--- config.mk ---
export PLATFORM = sky130hd
export DESIGN_NAME = fss_bank
export DESIGN_NICKNAME = d
export VERILOG_FILES = /design/src/hw/fss_pkg.sv /design/src/hw/fss_bank.sv
export SDC_FILE = /design/constraint.sdc
export NUM_CORES = 1
export LEC_CHECK = 0
export BUFFER_PORTS_ARGS = -buffer_cell sky130_fd_sc_hd__buf_2
export CAP_MARGIN = 30
export CORE_MARGIN = 2
export CORE_UTILIZATION = 51
export CTS_CLUSTER_SIZE = 40
export DETAILED_ROUTE_END_ITERATION = 6
export PLACE_DENSITY = 0.79
export REMOVE_ABC_BUFFERS = 1
export SYNTH_ARGS = -nofsm -noshare
export SYNTH_HDL_FRONTEND = slang
export SYNTH_SLANG_ARGS = --single-unit
--- constraint.sdc ---
create_clock -name clk -period 16.9 [get_ports clk]
set_input_delay 0.845 -clock clk [delete_from_list [all_inputs] [get_ports clk]]
set_output_delay 0.845 -clock clk [all_outputs]
set_load 0.005 [all_outputs]
--- src/hw/fss_pkg.sv ---
// constants for the fault status summary bank: command codes, bit positions, masks
// assumes a protocol layer that decodes bus transactions into command pulses
package fss_pkg;
   localparam int          NUM_CHAN        = 4;
   localparam logic [7:0]  PAGE_ALL        = 8'hff;
   localparam logic [7:0]  CMD_CLEAR       = 8'h03;
   localparam logic [7:0]  CMD_SUM_BYTE    = 8'h78;
   localparam logic [7:0]  CMD_SUM_WORD    = 8'h79;
   localparam logic [7:0]  CMD_VOUT        = 8'h7a;
   localparam logic [7:0]  CMD_IOUT        = 8'h7b;
   localparam logic [7:0]  CMD_INPUT       = 8'h7c;
   localparam logic [7:0]  CMD_TEMP        = 8'h7d;
   localparam logic [7:0]  CMD_CML         = 8'h7e;
   localparam logic [7:0]  CMD_VENDOR      = 8'h80;
   localparam logic [7:0]  CMD_PADS        = 8'he5;
   localparam logic [7:0]  CMD_COMMON      = 8'hef;
   // summary word positions
   localparam int          SW_VOUT         = 15;
   localparam int          SW_IOUT         = 14;
   localparam int          SW_INPUT        = 13;
   localparam int          SW_MFR          = 12;
   localparam int          SW_PNG          = 11;
   localparam int          SW_BUSY         = 7;
   localparam int          SW_OFF          = 6;
   localparam int          SW_VOUT_OV      = 5;
   localparam int          SW_IOUT_OC      = 4;
   localparam int          SW_VIN_UV       = 3;
   localparam int          SW_TEMP         = 2;
   localparam int          SW_CML          = 1;
   localparam int          SW_HIGH         = 0;
   // detailed register positions feeding the summary
   localparam int          VOUT_OV_BIT     = 7;
   localparam int          IOUT_OC_BIT     = 7;
   localparam int          INPUT_UV_BIT    = 4;
   localparam int          MFR_SHUT0_BIT   = 0;
   localparam int          MFR_SHUT1_BIT   = 1;
   // implemented bits of each detailed register, the rest read zero
   localparam logic [7:0]  VOUT_MASK       = 8'hfc;
   localparam logic [7:0]  IOUT_MASK       = 8'hb0;
   localparam logic [7:0]  INPUT_MASK      = 8'hf8;
   localparam logic [7:0]  TEMP_MASK       = 8'hf0;
   localparam logic [7:0]  CML_MASK        = 8'hff;
   localparam logic [7:0]  MFR_MASK        = 8'hff;
   localparam logic [7:0]  FLAG_RESET      = 8'h00;
   localparam logic [15:0] PAD_RESET       = 16'h0000;
   localparam logic [15:0] DATA_RESET      = 16'h0000;

   typedef enum logic [1:0]
   {
      OP_SEND  = 2'b00,
      OP_READ  = 2'b01,
      OP_WRITE = 2'b10,
      OP_RSVD  = 2'b11
   } fss_op_type;
endpackage

--- src/hw/fss_bank.sv ---
// fault status summary bank: sticky status flags, summary word and clear-all command
// assumes a protocol layer delivering one command pulse per transaction, a page
// value kept elsewhere, and fault detectors driving condition levels on clk
`timescale 1ns/1ns
`default_nettype none

// Behaviour
// (RULE1) send-byte 0x03 clears unpaged flags and selected page's paged flags
// (RULE2) clear-all releases this device's alert contribution in the same cycle; here alert_out_n_oe comes from alert_reg and drops one cycle later
// (RULE3) clear-all never restarts a latched-off channel; only flags and alert
// (RULE4) a condition still present after clearing sets its flag and alert again
// (RULE5) clear-all with page 0xff acts on all four channels
// (RULE6) read-byte 0x78 returns the very low byte of the summary word
// (RULE7) read-word 0x79 returns the selected channel's 16-bit summary
// (RULE8) bits 15..12 flag vout, iout, input, vendor fault or warning
// (RULE9) bit 11 flags power not good while power good is enabled and low
// (RULE10) bits 10..8 always read zero
// (RULE11) bit 7 flags a command received while busy
// (RULE12) bit 6 set while channel supplies no output power, clear otherwise
// (RULE13) bits 5..3 flag output overvoltage, overcurrent, input undervoltage faults
// (RULE14) bit 2 flags any temperature fault or warning
// (RULE15) bit 1 flags any communication, memory or logic fault
// (RULE16) bit 0 flags other faults in the upper byte or power not good
// (RULE17) vout, iout, temperature flags are paged read-byte at 0x7a, 0x7b, 0x7d
// (RULE18) input flags 0x7c and comm flags 0x7e are unpaged read-byte
// (RULE19) paged read-byte 0x80 gives per-channel vendor fault and state flags
// (RULE20) unpaged read/write word 0xe5 shows present digital pad state
// (RULE21) unpaged read-byte 0xef gives family-common status bits
// (RULE22) shared-fault shutoff drives alert low and sets the vendor flag
// (RULE23) fault and warning flags are sticky until clear-all
// (RULE24) paged flags have one copy per channel, chosen by page on reads
module fss_bank
   import fss_pkg::*;
(
   // clock and reset
   input  wire logic                 clk,
   input  wire logic                 reset,
   // command port from the protocol layer
   input  wire logic                 cmd_valid,
   input  wire logic [1:0]           cmd_op,
   input  wire logic [7:0]           cmd_code,
   input  wire logic [15:0]          cmd_wdata,
   input  wire logic [7:0]           page_sel,
   // answer to the protocol layer
   output logic                      rsp_valid,
   output logic [15:0]               rsp_data,
   output logic                      rsp_word,
   output logic                      rsp_refused,
   // fault conditions, levels, one byte per channel where paged
   input  wire logic [3:0][7:0]      vout_cond,
   input  wire logic [3:0][7:0]      iout_cond,
   input  wire logic [3:0][7:0]      temp_cond,
   input  wire logic [3:0][7:0]      vendor_cond,
   input  wire logic [7:0]           input_cond,
   input  wire logic [7:0]           cml_cond,
   input  wire logic                 busy_cmd_seen,
   // shared fault pin shutoffs, per channel
   input  wire logic [3:0]           shared_fault0_shutoff,
   input  wire logic [3:0]           shared_fault1_shutoff,
   // channel state
   input  wire logic [3:0]           chan_output_off,
   input  wire logic [3:0]           power_good_enable,
   input  wire logic [3:0]           power_good_out,
   // pads and common status
   input  wire logic [15:0]          pad_pins,
   output logic [15:0]               pad_write_value,
   input  wire logic [7:0]           common_status,
   // shared open-drain alert
   output logic                      alert_out_n,
   output logic                      alert_out_n_oe
);

   // command decode
   wire logic       op_send;
   wire logic       op_read;
   wire logic       op_write;
   wire logic       clear_cmd;
   wire logic       page_all;
   wire logic       page_ok;
   wire logic [1:0] page_idx;

   assign op_send   = cmd_valid && (cmd_op == OP_SEND);
   assign op_read   = cmd_valid && (cmd_op == OP_READ);
   assign op_write  = cmd_valid && (cmd_op == OP_WRITE);
   assign clear_cmd = op_send && (cmd_code == CMD_CLEAR); // [RULE1]
   assign page_all  = (page_sel == PAGE_ALL);
   assign page_ok   = (page_sel < 8'h04);
   assign page_idx  = page_sel[1:0];

   // sticky flag storage
   logic [7:0] vout_reg   [NUM_CHAN];
   logic [7:0] iout_reg   [NUM_CHAN];
   logic [7:0] temp_reg   [NUM_CHAN];
   logic [7:0] vendor_reg [NUM_CHAN];
   logic [7:0] input_reg;
   logic [7:0] cml_reg;
   logic       busy_reg;
   logic       alert_reg;

   logic [7:0] vout_next   [NUM_CHAN];
   logic [7:0] iout_next   [NUM_CHAN];
   logic [7:0] temp_next   [NUM_CHAN];
   logic [7:0] vendor_next [NUM_CHAN];
   logic [NUM_CHAN-1:0] chan_new;
   logic [NUM_CHAN-1:0] chan_clr;

   genvar ch;
   generate
      for (ch = 0; ch < NUM_CHAN; ch++)
      begin : g_chan
         wire logic [7:0] vout_set;
         wire logic [7:0] iout_set;
         wire logic [7:0] temp_set;
         wire logic [7:0] vendor_set;
         wire logic [7:0] shut_bits;
         wire logic [7:0] vout_keep;
         wire logic [7:0] iout_keep;
         wire logic [7:0] temp_keep;
         wire logic [7:0] vendor_keep;

         // clear this channel when selected, or every channel on the global page
         assign chan_clr[ch] = clear_cmd && (page_all || (page_ok && page_idx == ch)); // [RULE1] [RULE5]

         assign shut_bits = ({7'h00, shared_fault0_shutoff[ch]} << MFR_SHUT0_BIT)
                          | ({7'h00, shared_fault1_shutoff[ch]} << MFR_SHUT1_BIT); // [RULE22]

         assign vout_set   = vout_cond[ch] & VOUT_MASK;
         assign iout_set   = iout_cond[ch] & IOUT_MASK;
         assign temp_set   = temp_cond[ch] & TEMP_MASK;
         assign vendor_set = (vendor_cond[ch] | shut_bits) & MFR_MASK;

         assign vout_keep   = chan_clr[ch] ? FLAG_RESET : vout_reg[ch];
         assign iout_keep   = chan_clr[ch] ? FLAG_RESET : iout_reg[ch];
         assign temp_keep   = chan_clr[ch] ? FLAG_RESET : temp_reg[ch];
         assign vendor_keep = chan_clr[ch] ? FLAG_RESET : vendor_reg[ch];

         // set wins over clear, so a lasting condition re-latches at once
         assign vout_next[ch]   = vout_keep | vout_set;     // [RULE4] [RULE23]
         assign iout_next[ch]   = iout_keep | iout_set;     // [RULE4] [RULE23]
         assign temp_next[ch]   = temp_keep | temp_set;     // [RULE4] [RULE23]
         assign vendor_next[ch] = vendor_keep | vendor_set; // [RULE4] [RULE23]

         // a bit that is newly set raises the alert
         assign chan_new[ch] = |((vout_set & ~vout_keep) | (iout_set & ~iout_keep)
                              | (temp_set & ~temp_keep) | (vendor_set & ~vendor_keep));

         always_ff @(posedge clk or posedge reset)
         begin
            if (reset)
            begin
               vout_reg[ch]   <= FLAG_RESET;
               iout_reg[ch]   <= FLAG_RESET;
               temp_reg[ch]   <= FLAG_RESET;
               vendor_reg[ch] <= FLAG_RESET;
            end
            else
            begin
               vout_reg[ch]   <= vout_next[ch];   // [RULE24]
               iout_reg[ch]   <= iout_next[ch];   // [RULE24]
               temp_reg[ch]   <= temp_next[ch];   // [RULE24]
               vendor_reg[ch] <= vendor_next[ch]; // [RULE24]
            end
         end
      end
   endgenerate

   // unpaged flags are cleared by any clear-all, whatever the page
   wire logic [7:0] input_set;
   wire logic [7:0] cml_set;
   wire logic [7:0] input_keep;
   wire logic [7:0] cml_keep;
   wire logic       busy_keep;
   wire logic       unpaged_new;
   wire logic       alert_next;

   assign input_set   = input_cond & INPUT_MASK;
   assign cml_set     = cml_cond & CML_MASK;
   assign input_keep  = clear_cmd ? FLAG_RESET : input_reg; // [RULE1]
   assign cml_keep    = clear_cmd ? FLAG_RESET : cml_reg;   // [RULE1]
   assign busy_keep   = clear_cmd ? 1'b0 : busy_reg;        // [RULE1]
   assign unpaged_new = |((input_set & ~input_keep) | (cml_set & ~cml_keep))
                      | (busy_cmd_seen & ~busy_keep);

   // clear releases the alert; a fresh or persisting condition drives it again
   assign alert_next = ((clear_cmd ? 1'b0 : alert_reg) | unpaged_new | (|chan_new)); // [RULE2] [RULE4] [RULE22]

   always_ff @(posedge clk or posedge reset)
   begin
      if (reset)
      begin
         input_reg <= FLAG_RESET;
         cml_reg   <= FLAG_RESET;
         busy_reg  <= 1'b0;
         alert_reg <= 1'b0;
      end
      else
      begin
         input_reg <= input_keep | input_set;          // [RULE23]
         cml_reg   <= cml_keep | cml_set;              // [RULE23]
         busy_reg  <= busy_keep | busy_cmd_seen;       // [RULE11]
         alert_reg <= alert_next;
      end
   end

   // open drain: only ever pulls low
   assign alert_out_n    = 1'b0;
   assign alert_out_n_oe = alert_reg; // [RULE2]
   // chan_output_off comes from the sequencer and is only read here: clearing
   // flags cannot restart a latched-off channel [RULE3]

   // summary word of the selected channel
   wire logic        out_overvoltage_flag;
   wire logic        out_overcurrent_flag;
   wire logic        in_undervoltage_flag;
   wire logic        sel_png;
   wire logic [7:0]  sel_vout;
   wire logic [7:0]  sel_iout;
   wire logic [7:0]  sel_temp;
   wire logic [7:0]  sel_vendor;
   wire logic [15:0] summary_word;
   wire logic [7:0]  summary_byte;

   assign sel_vout   = vout_reg[page_idx];   // [RULE24]
   assign sel_iout   = iout_reg[page_idx];   // [RULE24]
   assign sel_temp   = temp_reg[page_idx];   // [RULE24]
   assign sel_vendor = vendor_reg[page_idx]; // [RULE24]

   assign out_overvoltage_flag = sel_vout[VOUT_OV_BIT];    // [RULE13]
   assign out_overcurrent_flag = sel_iout[IOUT_OC_BIT];    // [RULE13]
   assign in_undervoltage_flag = input_reg[INPUT_UV_BIT];  // [RULE13]
   assign sel_png = power_good_enable[page_idx] & ~power_good_out[page_idx]; // [RULE9]

   assign summary_word[SW_VOUT]    = |sel_vout;    // [RULE8]
   assign summary_word[SW_IOUT]    = |sel_iout;    // [RULE8]
   assign summary_word[SW_INPUT]   = |input_reg;   // [RULE8]
   assign summary_word[SW_MFR]     = |sel_vendor;  // [RULE8]
   assign summary_word[SW_PNG]     = sel_png;      // [RULE9]
   assign summary_word[10:8]       = 3'h0;         // [RULE10]
   assign summary_word[SW_BUSY]    = busy_reg;     // [RULE11]
   assign summary_word[SW_OFF]     = chan_output_off[page_idx]; // [RULE12]
   assign summary_word[SW_VOUT_OV] = out_overvoltage_flag;
   assign summary_word[SW_IOUT_OC] = out_overcurrent_flag;
   assign summary_word[SW_VIN_UV]  = in_undervoltage_flag;
   assign summary_word[SW_TEMP]    = |sel_temp;    // [RULE14]
   assign summary_word[SW_CML]     = |cml_reg;     // [RULE15]
   // upper byte conditions are not all covered by bits 7..1, so fold them here
   assign summary_word[SW_HIGH]    = |summary_word[15:8]; // [RULE16]

   // the byte read is a slice of the same wire, so the two can never disagree
   assign summary_byte = summary_word[7:0]; // [RULE6]

   // pad pins come from outside, two flops before use
   logic [15:0] pad_meta_reg;
   logic [15:0] pad_sync_reg;
   logic [15:0] pad_write_reg;

   always_ff @(posedge clk or posedge reset)
   begin
      if (reset)
      begin
         pad_meta_reg <= PAD_RESET;
         pad_sync_reg <= PAD_RESET;
      end
      else
      begin
         pad_meta_reg <= pad_pins;
         pad_sync_reg <= pad_meta_reg;
      end
   end

   // read decode
   wire logic        hit_byte;
   wire logic        hit_word;
   wire logic        hit_paged;
   wire logic        hit_unpaged;
   wire logic        pad_wr;
   wire logic        read_ok;
   wire logic        cmd_ok;
   wire logic        rsp_is_word;
   wire logic [15:0] read_value;

   assign hit_paged   = (cmd_code == CMD_SUM_BYTE) || (cmd_code == CMD_SUM_WORD)
                      || (cmd_code == CMD_VOUT) || (cmd_code == CMD_IOUT)
                      || (cmd_code == CMD_TEMP) || (cmd_code == CMD_VENDOR); // [RULE17] [RULE19]
   assign hit_unpaged = (cmd_code == CMD_INPUT) || (cmd_code == CMD_CML)
                      || (cmd_code == CMD_PADS) || (cmd_code == CMD_COMMON); // [RULE18]
   assign hit_word    = (cmd_code == CMD_SUM_WORD) || (cmd_code == CMD_PADS);
   assign hit_byte    = hit_paged || hit_unpaged;
   // paged reads need a single real channel; the global page has no one copy
   assign read_ok     = op_read && hit_byte && (hit_unpaged || page_ok);
   assign pad_wr      = op_write && (cmd_code == CMD_PADS); // [RULE20]
   assign cmd_ok      = read_ok || pad_wr || clear_cmd;
   assign rsp_is_word = op_read && hit_word;

   assign read_value =
        (cmd_code == CMD_SUM_WORD) ? summary_word                     // [RULE7]
      : (cmd_code == CMD_SUM_BYTE) ? {8'h00, summary_byte}            // [RULE6]
      : (cmd_code == CMD_VOUT)     ? {8'h00, sel_vout}                // [RULE17]
      : (cmd_code == CMD_IOUT)     ? {8'h00, sel_iout}                // [RULE17]
      : (cmd_code == CMD_TEMP)     ? {8'h00, sel_temp}                // [RULE17]
      : (cmd_code == CMD_INPUT)    ? {8'h00, input_reg}               // [RULE18]
      : (cmd_code == CMD_CML)      ? {8'h00, cml_reg}                 // [RULE18]
      : (cmd_code == CMD_VENDOR)   ? {8'h00, sel_vendor}              // [RULE19]
      : (cmd_code == CMD_PADS)     ? pad_sync_reg                     // [RULE20]
      : (cmd_code == CMD_COMMON)   ? {8'h00, common_status}           // [RULE21]
      : DATA_RESET;

   logic        rsp_valid_reg;
   logic [15:0] rsp_data_reg;
   logic        rsp_word_reg;
   logic        rsp_refused_reg;

   always_ff @(posedge clk or posedge reset)
   begin
      if (reset)
      begin
         rsp_valid_reg   <= 1'b0;
         rsp_data_reg    <= DATA_RESET;
         rsp_word_reg    <= 1'b0;
         rsp_refused_reg <= 1'b0;
         pad_write_reg   <= PAD_RESET;
      end
      else
      begin
         rsp_valid_reg   <= cmd_valid;
         rsp_data_reg    <= read_ok ? read_value : DATA_RESET;
         rsp_word_reg    <= rsp_is_word;
         rsp_refused_reg <= cmd_valid && !cmd_ok;
         pad_write_reg   <= pad_wr ? cmd_wdata : pad_write_reg; // [RULE20]
      end
   end

   assign rsp_valid       = rsp_valid_reg;
   assign rsp_data        = rsp_data_reg;
   assign rsp_word        = rsp_word_reg;
   assign rsp_refused     = rsp_refused_reg;
   assign pad_write_value = pad_write_reg;

endmodule

`default_nettype wire

==> summary.txt, run 1 <==
Outcome
  – Status: complete, no violations

Power and ir drop
  – Internal power: 0.000882 W
  – Leakage power total: 5.73 nW
  – Flop pwr share: 45.6%
  – Power per standard cell area: 96.4 nW/um^2
  – Clock power frac: 48.1%
  – Total Power: 0.00113 W
  – Switch share: 22.0%
  – Psw: 0.000249 W
  – Combinational share of power: 6.2%
  – Max rail drop VDD: 0.0572 mV

CTS
  – Clock buffer depth: 3
  – Worst-path clk slew: 0.06 ns
  – CTS Hold Bufs: 0
  – Setup bufs post-CTS: 0
  – Clock Latency Late Sink: 0.52 ns
  – Root Driver: clkbuf_16
  – Cts bufs inserted: 23
  – CTS sink count: 213
  – CTS H-Tree Depth: 1
  – CTS tree: yes
  – Cts repair resizes: 0

Setup path
  – Worst EP arrival: 3.69 ns
  – Critical path, cell by cell: buf_2, or4_4, nor4_4, o21ai_2, buf_4, a41oi_1, a221oi_2, nand4_1
  – Worst-path fanout max: 18
  – Bufs and invs on worst path: 2
  – Crit path capture type: register
  – Top delay family on crit path: simple AND/OR/NAND/NOR gates
  – Critical Path Start Type: input port
  – Max incr delay on CP: 0.81 ns
  – Worst setup path category: input port to register
  – Setup slack, reg-to-reg: 14.52 ns
  – Crit path max-delay cell type: nor4_4
  – Required @ worst endpoint: 17.35 ns

Finish
  – Finished Layout Cells: 1355
  – Most frequent cells in the layout: buf_2, dfrtp_1, nand2_1
  – Fin nets: 1329
  – Commonest non-fill, non-tap cell in the layout: buf_2
  – Area Growth Syn to Fin: 22.9%
  – Share of cells above drive strength 1: 29.5%
  – # fillers: 1441
  – Final instance area: 11700 sq um

Timing
  – Unrepaired setup endpoints after global routing: no
  – Clock Skews: 0.0187 ns
  – Hold Violations, Final: 0
  – Worst Tran Pin Value: 1.09 ns
  – Hold WS: 0.229 ns
  – Max Freq: 0.309 GHz
  – Final Cycle Share: 19.1%
  – Setup violators final: 0
  – Time the worst path needs with I/O delays and setup: 3.24 ns
  – Setup TNS: 0 ns
  – Final Max Slew Viols: 0
  – Worst rel slew slack: 27.3%

Place
  – Placed cell count: 1311
  – Port bufs: 214
  – Gpl congestion: 0.971
  – Post-placement cell area: 10900 sq um
  – DP HPWL: 21900 um

Detailed routing
  – DRC errors left: 0
  – Starting DRT DRC Count: 919
  – Via count: 8148
  – DR pass1 iterations: 6
  – Final wirelength: 29700 um
  – DRT antenna net count: 0
  – Via density: 6.01
  – WL/cell: 21.9 um

Floorplan
  – Rows: 50
  – Die X: 141 um
  – Die ar.: 19800 sq um
  – Starting density of the core: 51.6%
  – DIE HEIGHT: 141 um
  – IO Count: 263
  – Core footprint: 18500 sq um

Synth
  – Number of synthesized register bits: 213
  – Post-synth ARST share: 100%
  – Ys Warns: 0
  – EDFF count, synth: 0
  – Leading area contributor after synthesis: dfrtp_1
  – Post-synthesis sequential area ratio: 55.8%
  – Mapped cell area: 9550 sq um
  – Netlist cell types: 59
  – Mapped Cells: 890
  – Synth Flop Type: dfrtp_1
  – Avg Cell Area, Syn: 10.7 sq um
  – Synth top area share: 55.8%
  – Dominant cells by area after synthesis: dfrtp_1, mux4_2, nand2_1, inv_1, and2_1

Global route
  – Initial antenna violation count: 2
  – Largest net degree at the start of global routing: 143
  – GRT overflow: 0
  – Number of global-route vias before repair: 7914
  – First-pass GRT wire length: 45400 um
  – Gr usage total: 30.2%

Worst hold path
  – Worst hold path class: input port to async pin

Job
  – Max Cap Viol: 0
==> path summary, 6_finish.rpt <==
path | startpoint | depth (start not counted) | to
max | cmd_code[3] | 8 | alert_out_n_oe$_DFF_PP0_
min | reset | 2 | iout_reg[10]$_DFF_PP0_
max reg2reg | iout_reg[7]$_DFF_PP0_ | 6 | rsp_data[0]$_DFF_PP0_
min reg2reg | pad_meta_reg[15]$_DFF_PP0_ | 0 | pad_sync_reg[15]$_DFF_PP0_
max in group asynchronous | reset | 3 | pad_meta_reg[13]$_DFF_PP0_
min in group clk | pad_meta_reg[15]$_DFF_PP0_ | 0 | pad_sync_reg[15]$_DFF_PP0_
==> stage by stage <==
stage                     util (%)  setup WS [ns]
after floorplan                  -          10.23
after global placement        58.6          12.93
after detailed placement      58.7          13.18
after CTS                     63.2          13.70
after global routing          63.4          13.51
final                         63.4          13.66
==> worst reg2reg max path, stage by stage, from the launching register on <==
cell and delay (ns):
dfrtp_1 0.44, mux4_2 0.57, nor4_1 0.39, nand2_1 0.16, or4_1 0.53, o211ai_1 0.10, a21oi_1 0.06
==> final cells by class <==
cell class	count	area (sq um)	area share (%)
Antenna cell	1	2.50	0.0213
Clock buffer	32	679	5.79
Clock inverter	10	154	1.31
Inverter	81	312	2.65
Multi-Input combinational cell	562	3800	32.4
Sequential cell	213	5330	45.4
Tap cell	234	293	2.49
Timing Repair Buffer	222	1170	9.96
==> synth_stat cells, types with 3 or more instances <==
| library cell | number |
|---|---|
| buf_4 | 3 |
| inv_1 | 81 |
| a222oi_1 | 5 |
| dfrtp_1 | 213 |
| nor3b_1 | 3 |
| a31o_2 | 3 |
| o21ai_0 | 7 |
| nor3_1 | 14 |
| a21o_1 | 19 |
| mux2_2 | 17 |
| a21oi_1 | 14 |
| o22ai_1 | 36 |
| o21ai_1 | 5 |
| or4_1 | 4 |
| a221oi_1 | 4 |
| and2_1 | 47 |
| nand2_1 | 188 |
| nor2_1 | 22 |
| clkbuf_1 | 22 |
| o221ai_1 | 3 |
| a31oi_1 | 7 |
| o2111ai_1 | 3 |
| a22oi_1 | 7 |
| nand3_1 | 11 |
| mux4_2 | 33 |
| and3_1 | 3 |
| nand4_1 | 14 |
| buf_2 | 6 |
| nor4_1 | 40 |
| nand2b_1 | 17 |
==> per-layer routing <==
| metal | global-route usage (%) | part of all wire (%) |
|---|---|---|
| met1 | 41.2 | 39 |
| met5 | 0 | 0 |
| met2 | 46.6 | 46 |
| met4 | 14.7 | 5.4 |
| met3 | 6.35 | 10 |
==> power by group through the flow <==
| stage | Sequential [W] | Clock, W | Combinational [W] |
|---|---|---|---|
| floorplan | 0.000525 | 0 | 0.0000255 |
| global placement | 0.000525 | 0 | 0.0000685 |
| detailed placement | 0.000526 | 0 | 0.0000693 |
| CTS | 0.000516 | 0.000548 | 0.0000696 |
| global route | 0.000516 | 0.000569 | 0.0000774 |
| finish | 0.000516 | 0.000544 | 0.0000706 |
==> cell families after synthesis <==
| family | after synthesis | share of synthesized area, % |
|---|---|---|
| XOR/XNOR | 1 | 0.0917 |
| other | 1 | 0.0393 |
| buffers and inverters | 115 | 4.87 |
| AND/OR/NAND/NOR | 378 | 19.7 |
| flip-flops | 213 | 55.8 |
| multiplexers | 52 | 9.99 |
| AO/OA/AOI/OAI | 130 | 9.52 |
No activity file was read; power rests on OpenSTA's default activity.
==> run 2: changes to the inputs <==
Clock period 16.9 ns to 3.4 ns, I/O delays scaled along.
==> run 2 against run 1 <==
Effect of this change:
- critical path depth is 1 lower
- final cell count is 11% higher
- clock power grew to 4.9 times the previous value
- setup slack worse by 13 ns
- clock skew is 0.0096 ns higher
- clock-buffer cell count is 4 lower
- core utilization is 7.9 points higher
- sequential share of layout area is 5.0 points lower
- worst hold slack worse by 0.22 ns
- sequential power grew to 5.0 times the previous value
- via count is 11% higher
- flip-flop and latch count stayed put
==> summary.txt, run 2 (same netlist as run 1, synthesis figures left out) <==
Power and ir drop
  – Combinational share of power: 8.7% (+2.5 points)
  – Psw: 0.00134 W (+440%)
  – Flop pwr share: 44.8% (-0.8 points)
  – Total Power: 0.00574 W (+410%)
  – Internal power: 0.00440 W (+400%)
  – Max rail drop VDD: 0.292 mV (+410%)
  – Switch share: 23.4% (+1.4 points)
  – Power per standard cell area: 435 nW/um^2 (+350%)
  – Leakage power total: 6.34 nW (+11%)
  – Clock power frac: 46.6% (-1.5 points)

Detailed routing
  – Via density: 6.02 (+0.12%)
  – Starting DRT DRC Count: 976 (+6.2%)
  – DRT antenna net count: 0 (unchanged)
  – DRC errors left: 0 (unchanged)
  – WL/cell: 22.9 um (+4.8%)
  – Final wirelength: 34500 um (+16%)
  – Via count: 9061 (+11%)
  – DR pass1 iterations: 7 (+1)

Worst hold path
  – Worst hold path class: input port to register
  – Hold Path Origin: cmd_op[1]
  – Cell depth of the worst min-delay path: 3
  – Hold EP: rsp_word$_DFF_PP0_

Timing
  – Setup violators final: 0 (unchanged)
  – Final Max Slew Viols: 0 (unchanged)
  – Final Cycle Share: 83.3%
  – Time the worst path needs with I/O delays and setup: 2.83 ns
  – Clock Skews: 0.0283 ns (+0.00960 ns)
  – Unrepaired setup endpoints after global routing: no
  – Max Freq: 0.353 GHz
  – Worst Tran Pin Value: 1.05 ns (-0.0403 ns)
  – Hold Violations, Final: 0 (unchanged)
  – Worst rel slew slack: 30.0% (+2.7 points)

Finish
  – Most frequent cells in the layout: buf_2, dfrtp_1, nand2_1
  – Area Growth Syn to Fin: 38.1%
  – Finished Layout Cells: 1505 (+11%)
  – Final instance area: 13200 sq um (+12%)
  – Share of cells above drive strength 1: 26.5% (-2.9 points)
  – Diode count: 0 (-1)
  – Fin nets: 1480 (+11%)
  – Commonest non-fill, non-tap cell in the layout: buf_2

Setup path
  – Top delay family on crit path: buffers and inverters
  – Crit path capture type: register
  – Reg2Reg Depth: 5 (-1)
  – Worst flop-to-flop path startpoint: iout_reg[20]$_DFF_PP0_
  – Worst EP arrival: 3.24 ns (-0.45 ns)
  – Max incr delay on CP: 0.56 ns (-0.25 ns)
  – Critical Path Start Type: input port
  – Required @ worst endpoint: 3.81 ns (-13.54 ns)
  – Worst-path fanout max: 18 (unchanged)
  – RR Endpoint: alert_out_n_oe$_DFF_PP0_
  – Levels on crit path: 7 (-1)
  – Setup slack, reg-to-reg: 0.90 ns (-13.62 ns)
  – Critical path, cell by cell: dlygate4sd3_1, buf_2, or4b_1, nor4_4, o21ai_4, a211o_1, dlygate4sd3_1
  – Cell mode on critical path: dlygate4sd3_1
  – Bufs and invs on worst path: 3 (+1)
  – Crit path max-delay cell type: dlygate4sd3_1
  – Worst setup path category: input port to register

Floorplan
  – IO Count: 263 (unchanged)
  – Core footprint: 18500 sq um (unchanged)
  – DIE HEIGHT: 141 um (unchanged)
  – Starting density of the core: 51.6% (unchanged)
  – Die X: 141 um (unchanged)
  – Rows: 50 (unchanged)
  – Die ar.: 19800 sq um (unchanged)

Global route
  – Largest net degree at the start of global routing: 104 (-27%)
  – Number of global-route vias before repair: 9420 (+19%)
  – Gr usage total: 35.3% (+5.1 points)
  – GRT overflow: 0 (unchanged)
  – First-pass GRT wire length: 53000 um (+17%)
  – Initial antenna violation count: 0 (-2)

Place
  – Placed cell count: 1320 (+0.69%)
  – Post-placement cell area: 11000 sq um (+0.81%)
  – DP HPWL: 22500 um (+2.7%)
  – Gpl congestion: 1.00 (+3.1%)
  – Port bufs: 214 (unchanged)

CTS
  – Clock Latency Late Sink: 0.53 ns (about the same)
  – CTS tree: yes
  – CTS H-Tree Depth: 1 (unchanged)
  – Setup bufs post-CTS: 0 (unchanged)
  – Worst-path clk slew: 0.06 ns (about the same)
  – Root Driver: clkbuf_16
  – Cts bufs inserted: 23 (unchanged)
  – Clock buffer depth: 3 (unchanged)
  – CTS sink count: 213 (unchanged)

Job
  – Max Cap Viol: 0 (unchanged)

Outcome
  – Status: complete, no violations
run 2: cell types whose count changed in the layout (fill, tap and decap cells not counted), sizes merged:
cell	previous run	this run
clkbuf	32	28
diode	1	0
dlygate4sd3	0	143
buf	222	230
clkinvlp	0	4
run 2: repair_timing:
item / CTS / global route
endpoints found under the setup margin: 0 / 0
resized for setup: 0 / 0
hold endpoints to repair: 237 / 0
hold buffers: 143 / 0
run 2: power by group through the flow:
stage | combinational, W | sequential (W) | clock, W
2_1_floorplan | 0.000127 | 0.00261 | 0
3_3_place_gp | 0.000352 | 0.00261 | 0
3_5_place_dp | 0.000356 | 0.00261 | 0
4_1_cts | 0.000483 | 0.00257 | 0.00265
5_1_grt | 0.000536 | 0.00257 | 0.00278
6_report | 0.000498 | 0.00257 | 0.00267
run 2: per-stage QoR:
step                util, %  hold WS, ns  setup WS [ns]  setup TNS, ns
floorplan                 -        0.201          -2.59        -552.22
global placement       59.2        0.279          0.700              0
detailed placement     59.2        0.280          0.718              0
CTS                    71.2      0.00650          0.639              0
global route           71.2       0.0260          0.554              0
finish                 71.2      0.00620          0.567              0
run 2: worst max path at each step:
stage                start                  endpoint  slack, ns
4_1_cts          cmd_op[0]   vendor_reg[8]$_DFF_PP0_       0.64
3_5_place_dp   page_sel[0]     rsp_data[0]$_DFF_PP0_       0.72
5_1_grt          cmd_op[0]   vendor_reg[8]$_DFF_PP0_       0.55
3_3_place_gp   page_sel[0]     rsp_data[0]$_DFF_PP0_       0.70
6_report         cmd_op[0]   vendor_reg[8]$_DFF_PP0_       0.57
2_1_floorplan        reset  alert_out_n_oe$_DFF_PP0_      -2.59
run 2: worst reg2reg max path, stage by stage, from the launching register on:
cell       delay (ns)
dfrtp_1          0.45
o22ai_1          0.12
nor4_1           0.73
nand4_1          0.15
a2111oi_0        0.69
nand4_1          0.19
run 2: area by class of cell:
cell class,instances,area [sq um]
clock buffer,28,614
clock inverter,14,184
fill,1265,5330
inverter,81,312
multi-input combinational,562,3800
sequential,213,5330
tap,234,293
timing repair buffer,373,2660
run 2: metal layers:
metal	global-route usage, %	vias to the layer above	part of all wire (%)
met5	0	-	0
met4	18.1	0	6.0
met3	7.00	139	10
met2	58.7	697	48
met1	44.2	4355	36
li1	-	3870	-
==> run 3: changes to the inputs <==
Settings changed: CORE_UTILIZATION 51 to 48, PLACE_DENSITY 0.79 to 0.78.
Clock period 3.4 ns to 2.4 ns, I/O delays scaled along.
==> run 3 against run 2 <==
Effect of this change:
- the run now ends with design-rule violations left
- global-route usage down 1.5 points
- clock power up 45%
- combinational power up 48%
- sequential share of layout area down 1.2 points
- final cell count up 4.7%
- register-to-register slack worse by 0.88 ns
- via count up 1.5%
- total power up 43%
==> summary.txt, run 3 (same netlist as run 1, synthesis figures left out) <==
Power and ir drop
  – Flop pwr share: 44.2% (-0.6 points)
  – Clock power frac: 46.9% (+0.3 points)
  – Leakage power total: 6.57 nW (+3.7%)
  – Combinational share of power: 8.9% (+0.2 points)
  – Switch share: 23.1% (-0.28 points)
  – Max rail drop VDD: 0.428 mV (+47%)
  – Internal power: 0.00633 W (+44%)
  – Psw: 0.00190 W (+42%)
  – Power per standard cell area: 606 nW/um^2 (+39%)

Finish
  – Share of cells above drive strength 1: 28.9% (+2.4 points)
  – Diode count: 0 (unchanged)
  – # fillers: 1388 (+9.7%)
  – Area Growth Syn to Fin: 42.2%
  – Final core utilization: 69.6% (-1.7 points)
  – Fin nets: 1520 (+2.7%)
  – Commonest non-fill, non-tap cell in the layout: buf_2
  – Finished Layout Cells: 1575 (+4.7%)
  – Final instance area: 13600 sq um (+3.0%)
  – Most frequent cells in the layout: buf_2, dfrtp_1, nand2_1

Timing
  – Setup TNS: 0 ns (unchanged)
  – Time the worst path needs with I/O delays and setup: 2.38 ns
  – Final Cycle Share: 99.0%
  – Setup violators final: 0 (unchanged)
  – Max Freq: 0.421 GHz
  – Hold Violations, Final: 0 (unchanged)
  – Worst Tran Pin Value: 0.662 ns (-0.383 ns)
  – Worst rel slew slack: 55.8% (+26 points)
  – Clock Skews: 0.00984 ns (-0.0185 ns)
  – Final Max Slew Viols: 0 (unchanged)

Place
  – Gpl congestion: 0.952 (-4.8%)
  – Placed cell count: 1391 (+5.4%)
  – Post-placement cell area: 11300 sq um (+3.2%)
  – Port bufs: 214 (unchanged)
  – DP HPWL: 24600 um (+9.4%)

Floorplan
  – Rows: 51 (+2.0%)
  – Core footprint: 19500 sq um (+5.4%)
  – Die ar.: 21000 sq um (+6.1%)
  – DIE HEIGHT: 145 um (+3.0%)
  – IO Count: 263 (unchanged)
  – Starting density of the core: 48.9% (-2.7 points)
  – Die X: 145 um (+3.0%)

Global route
  – Gr usage total: 33.8% (-1.5 points)
  – GRT overflow: 0 (unchanged)
  – Number of global-route vias before repair: 9482 (+0.66%)
  – Largest net degree at the start of global routing: 83 (-20%)
  – Initial antenna violation count: 0 (unchanged)
  – First-pass GRT wire length: 54700 um (+3.2%)

Detailed routing
  – Via density: 5.84 (-3.0%)
  – DR pass1 iterations: 7 (unchanged)
  – Starting DRT DRC Count: 1336 (+37%)
  – DRT antenna net count: 0 (unchanged)
  – Final wirelength: 35700 um (+3.3%)
  – DRC errors left: 1 (+1)
  – Top sig layer: met4
  – Met2 WL: 17200 um (+3.5%)
  – WL met3: 3470 um (-1.2%)
  – M1 wire length: 13000 um (+5.2%)
  – Via count: 9194 (+1.5%)
  – WL/cell: 22.6 um (-1.3%)

CTS
  – CTS tree: yes
  – Cts bufs inserted: 23 (unchanged)
  – CTS sink count: 213 (unchanged)
  – CTS H-Tree Depth: 1 (unchanged)
  – Root Driver: clkbuf_16
  – Worst-path clk slew: 0.06 ns (about the same)
  – Clock Latency Late Sink: 0.53 ns (about the same)
  – Clock buffer depth: 3 (unchanged)

Outcome
  – Failing checks: design-rule violations
  – Status: finished, violations left

Setup path
  – Worst EP arrival: 2.77 ns (-0.47 ns)
  – Worst-path fanout max: 3 (-15)
  – Worst setup path category: register to register
  – Required @ worst endpoint: 2.80 ns (-1.01 ns)
  – Critical Path Sink: rsp_data[0]$_DFF_PP0_
  – Reg2Reg Depth: 7 (+2)
  – RR Endpoint: rsp_data[0]$_DFF_PP0_
  – Worst Setup SP: vout_reg[15]$_DFF_PP0_
  – Worst flop-to-flop path startpoint: vout_reg[15]$_DFF_PP0_
  – Critical Path Start Type: register
  – Setup slack, reg-to-reg: 0.02 ns (-0.88 ns)
  – Crit path capture type: register

Job
  – Max Cap Viol: 0 (unchanged)

Worst hold path
  – Hold Path Origin: common_status[2]
  – Worst hold path class: input port to register
==> run 3: repair_timing <==
item | in CTS | in global routing
hold buffers | 143 | 0
endpoints found under the setup margin | 0 | 1
resized for setup | 0 | 1
setup buffers | 0 | 0
hold endpoints to repair | 210 | 0
==> run 3: critical path, stage by stage, from the launching register on <==
cell      delay, ns
dfrtp_1        0.43
mux4_2         0.52
nor4_1         0.35
buf_4          0.18
nand2_1        0.08
or4_1          0.50
o211ai_1       0.12
a21oi_1        0.08
==> run 3: worst min path at each step <==
stage	to	slack, ns	cells after the start
after global placement	pad_meta_reg[3]$_DFF_PP0_	0.23	1
after CTS	rsp_data[2]$_DFF_PP0_	0.005	3
after global routing	rsp_data[0]$_DFF_PP0_	0.01	3
after floorplan	pad_meta_reg[0]$_DFF_PP0_	0.15	0
after detailed placement	pad_meta_reg[3]$_DFF_PP0_	0.23	1
final	rsp_data[2]$_DFF_PP0_	0.01	3
==> run 3: power groups by stage <==
stage,Sequential (W),Clock (W),Combinational (W)
5_1_grt,0.00364,0.00403,0.000790
4_1_cts,0.00364,0.00386,0.000715
3_5_place_dp,0.00370,0,0.000534
6_report,0.00364,0.00386,0.000735
2_1_floorplan,0.00370,0,0.000180
3_3_place_gp,0.00370,0,0.000529
==> run 3: cell type report <==
| class | count | area [sq um] | share of cell area (%) |
|---|---|---|---|
| Clock buffer | 32 | 689 | 5.07 |
| Multi-Input combinational cell | 562 | 3780 | 27.8 |
| Clock inverter | 9 | 143 | 1.05 |
| Inverter | 81 | 312 | 2.29 |
| Tap cell | 265 | 332 | 2.44 |
| Timing Repair Buffer | 413 | 3000 | 22.1 |
| Sequential cell | 213 | 5330 | 39.2 |
==> run 3: stage by stage <==
| stage | power (W) | setup slack [ns] | hold slack (ns) |
|---|---|---|---|
| after global placement | 0.00423 | -0.0104 | 0.229 |
| after CTS | 0.00821 | 0.0411 | 0.00479 |
| after global routing | 0.00846 | -0.0236 | 0.0125 |
| after floorplan | 0.00388 | -3.54 | 0.151 |
| after detailed placement | 0.00424 | -0.0323 | 0.229 |
| final | 0.00823 | 0.0245 | 0.0143 |
==> run 3: per-layer routing <==
metal	global-route usage, %	up-vias
met4	17.0	0
met1	42.8	4439
met3	6.73	117
li1	-	3946
met2	55.6	692
met5	0	-
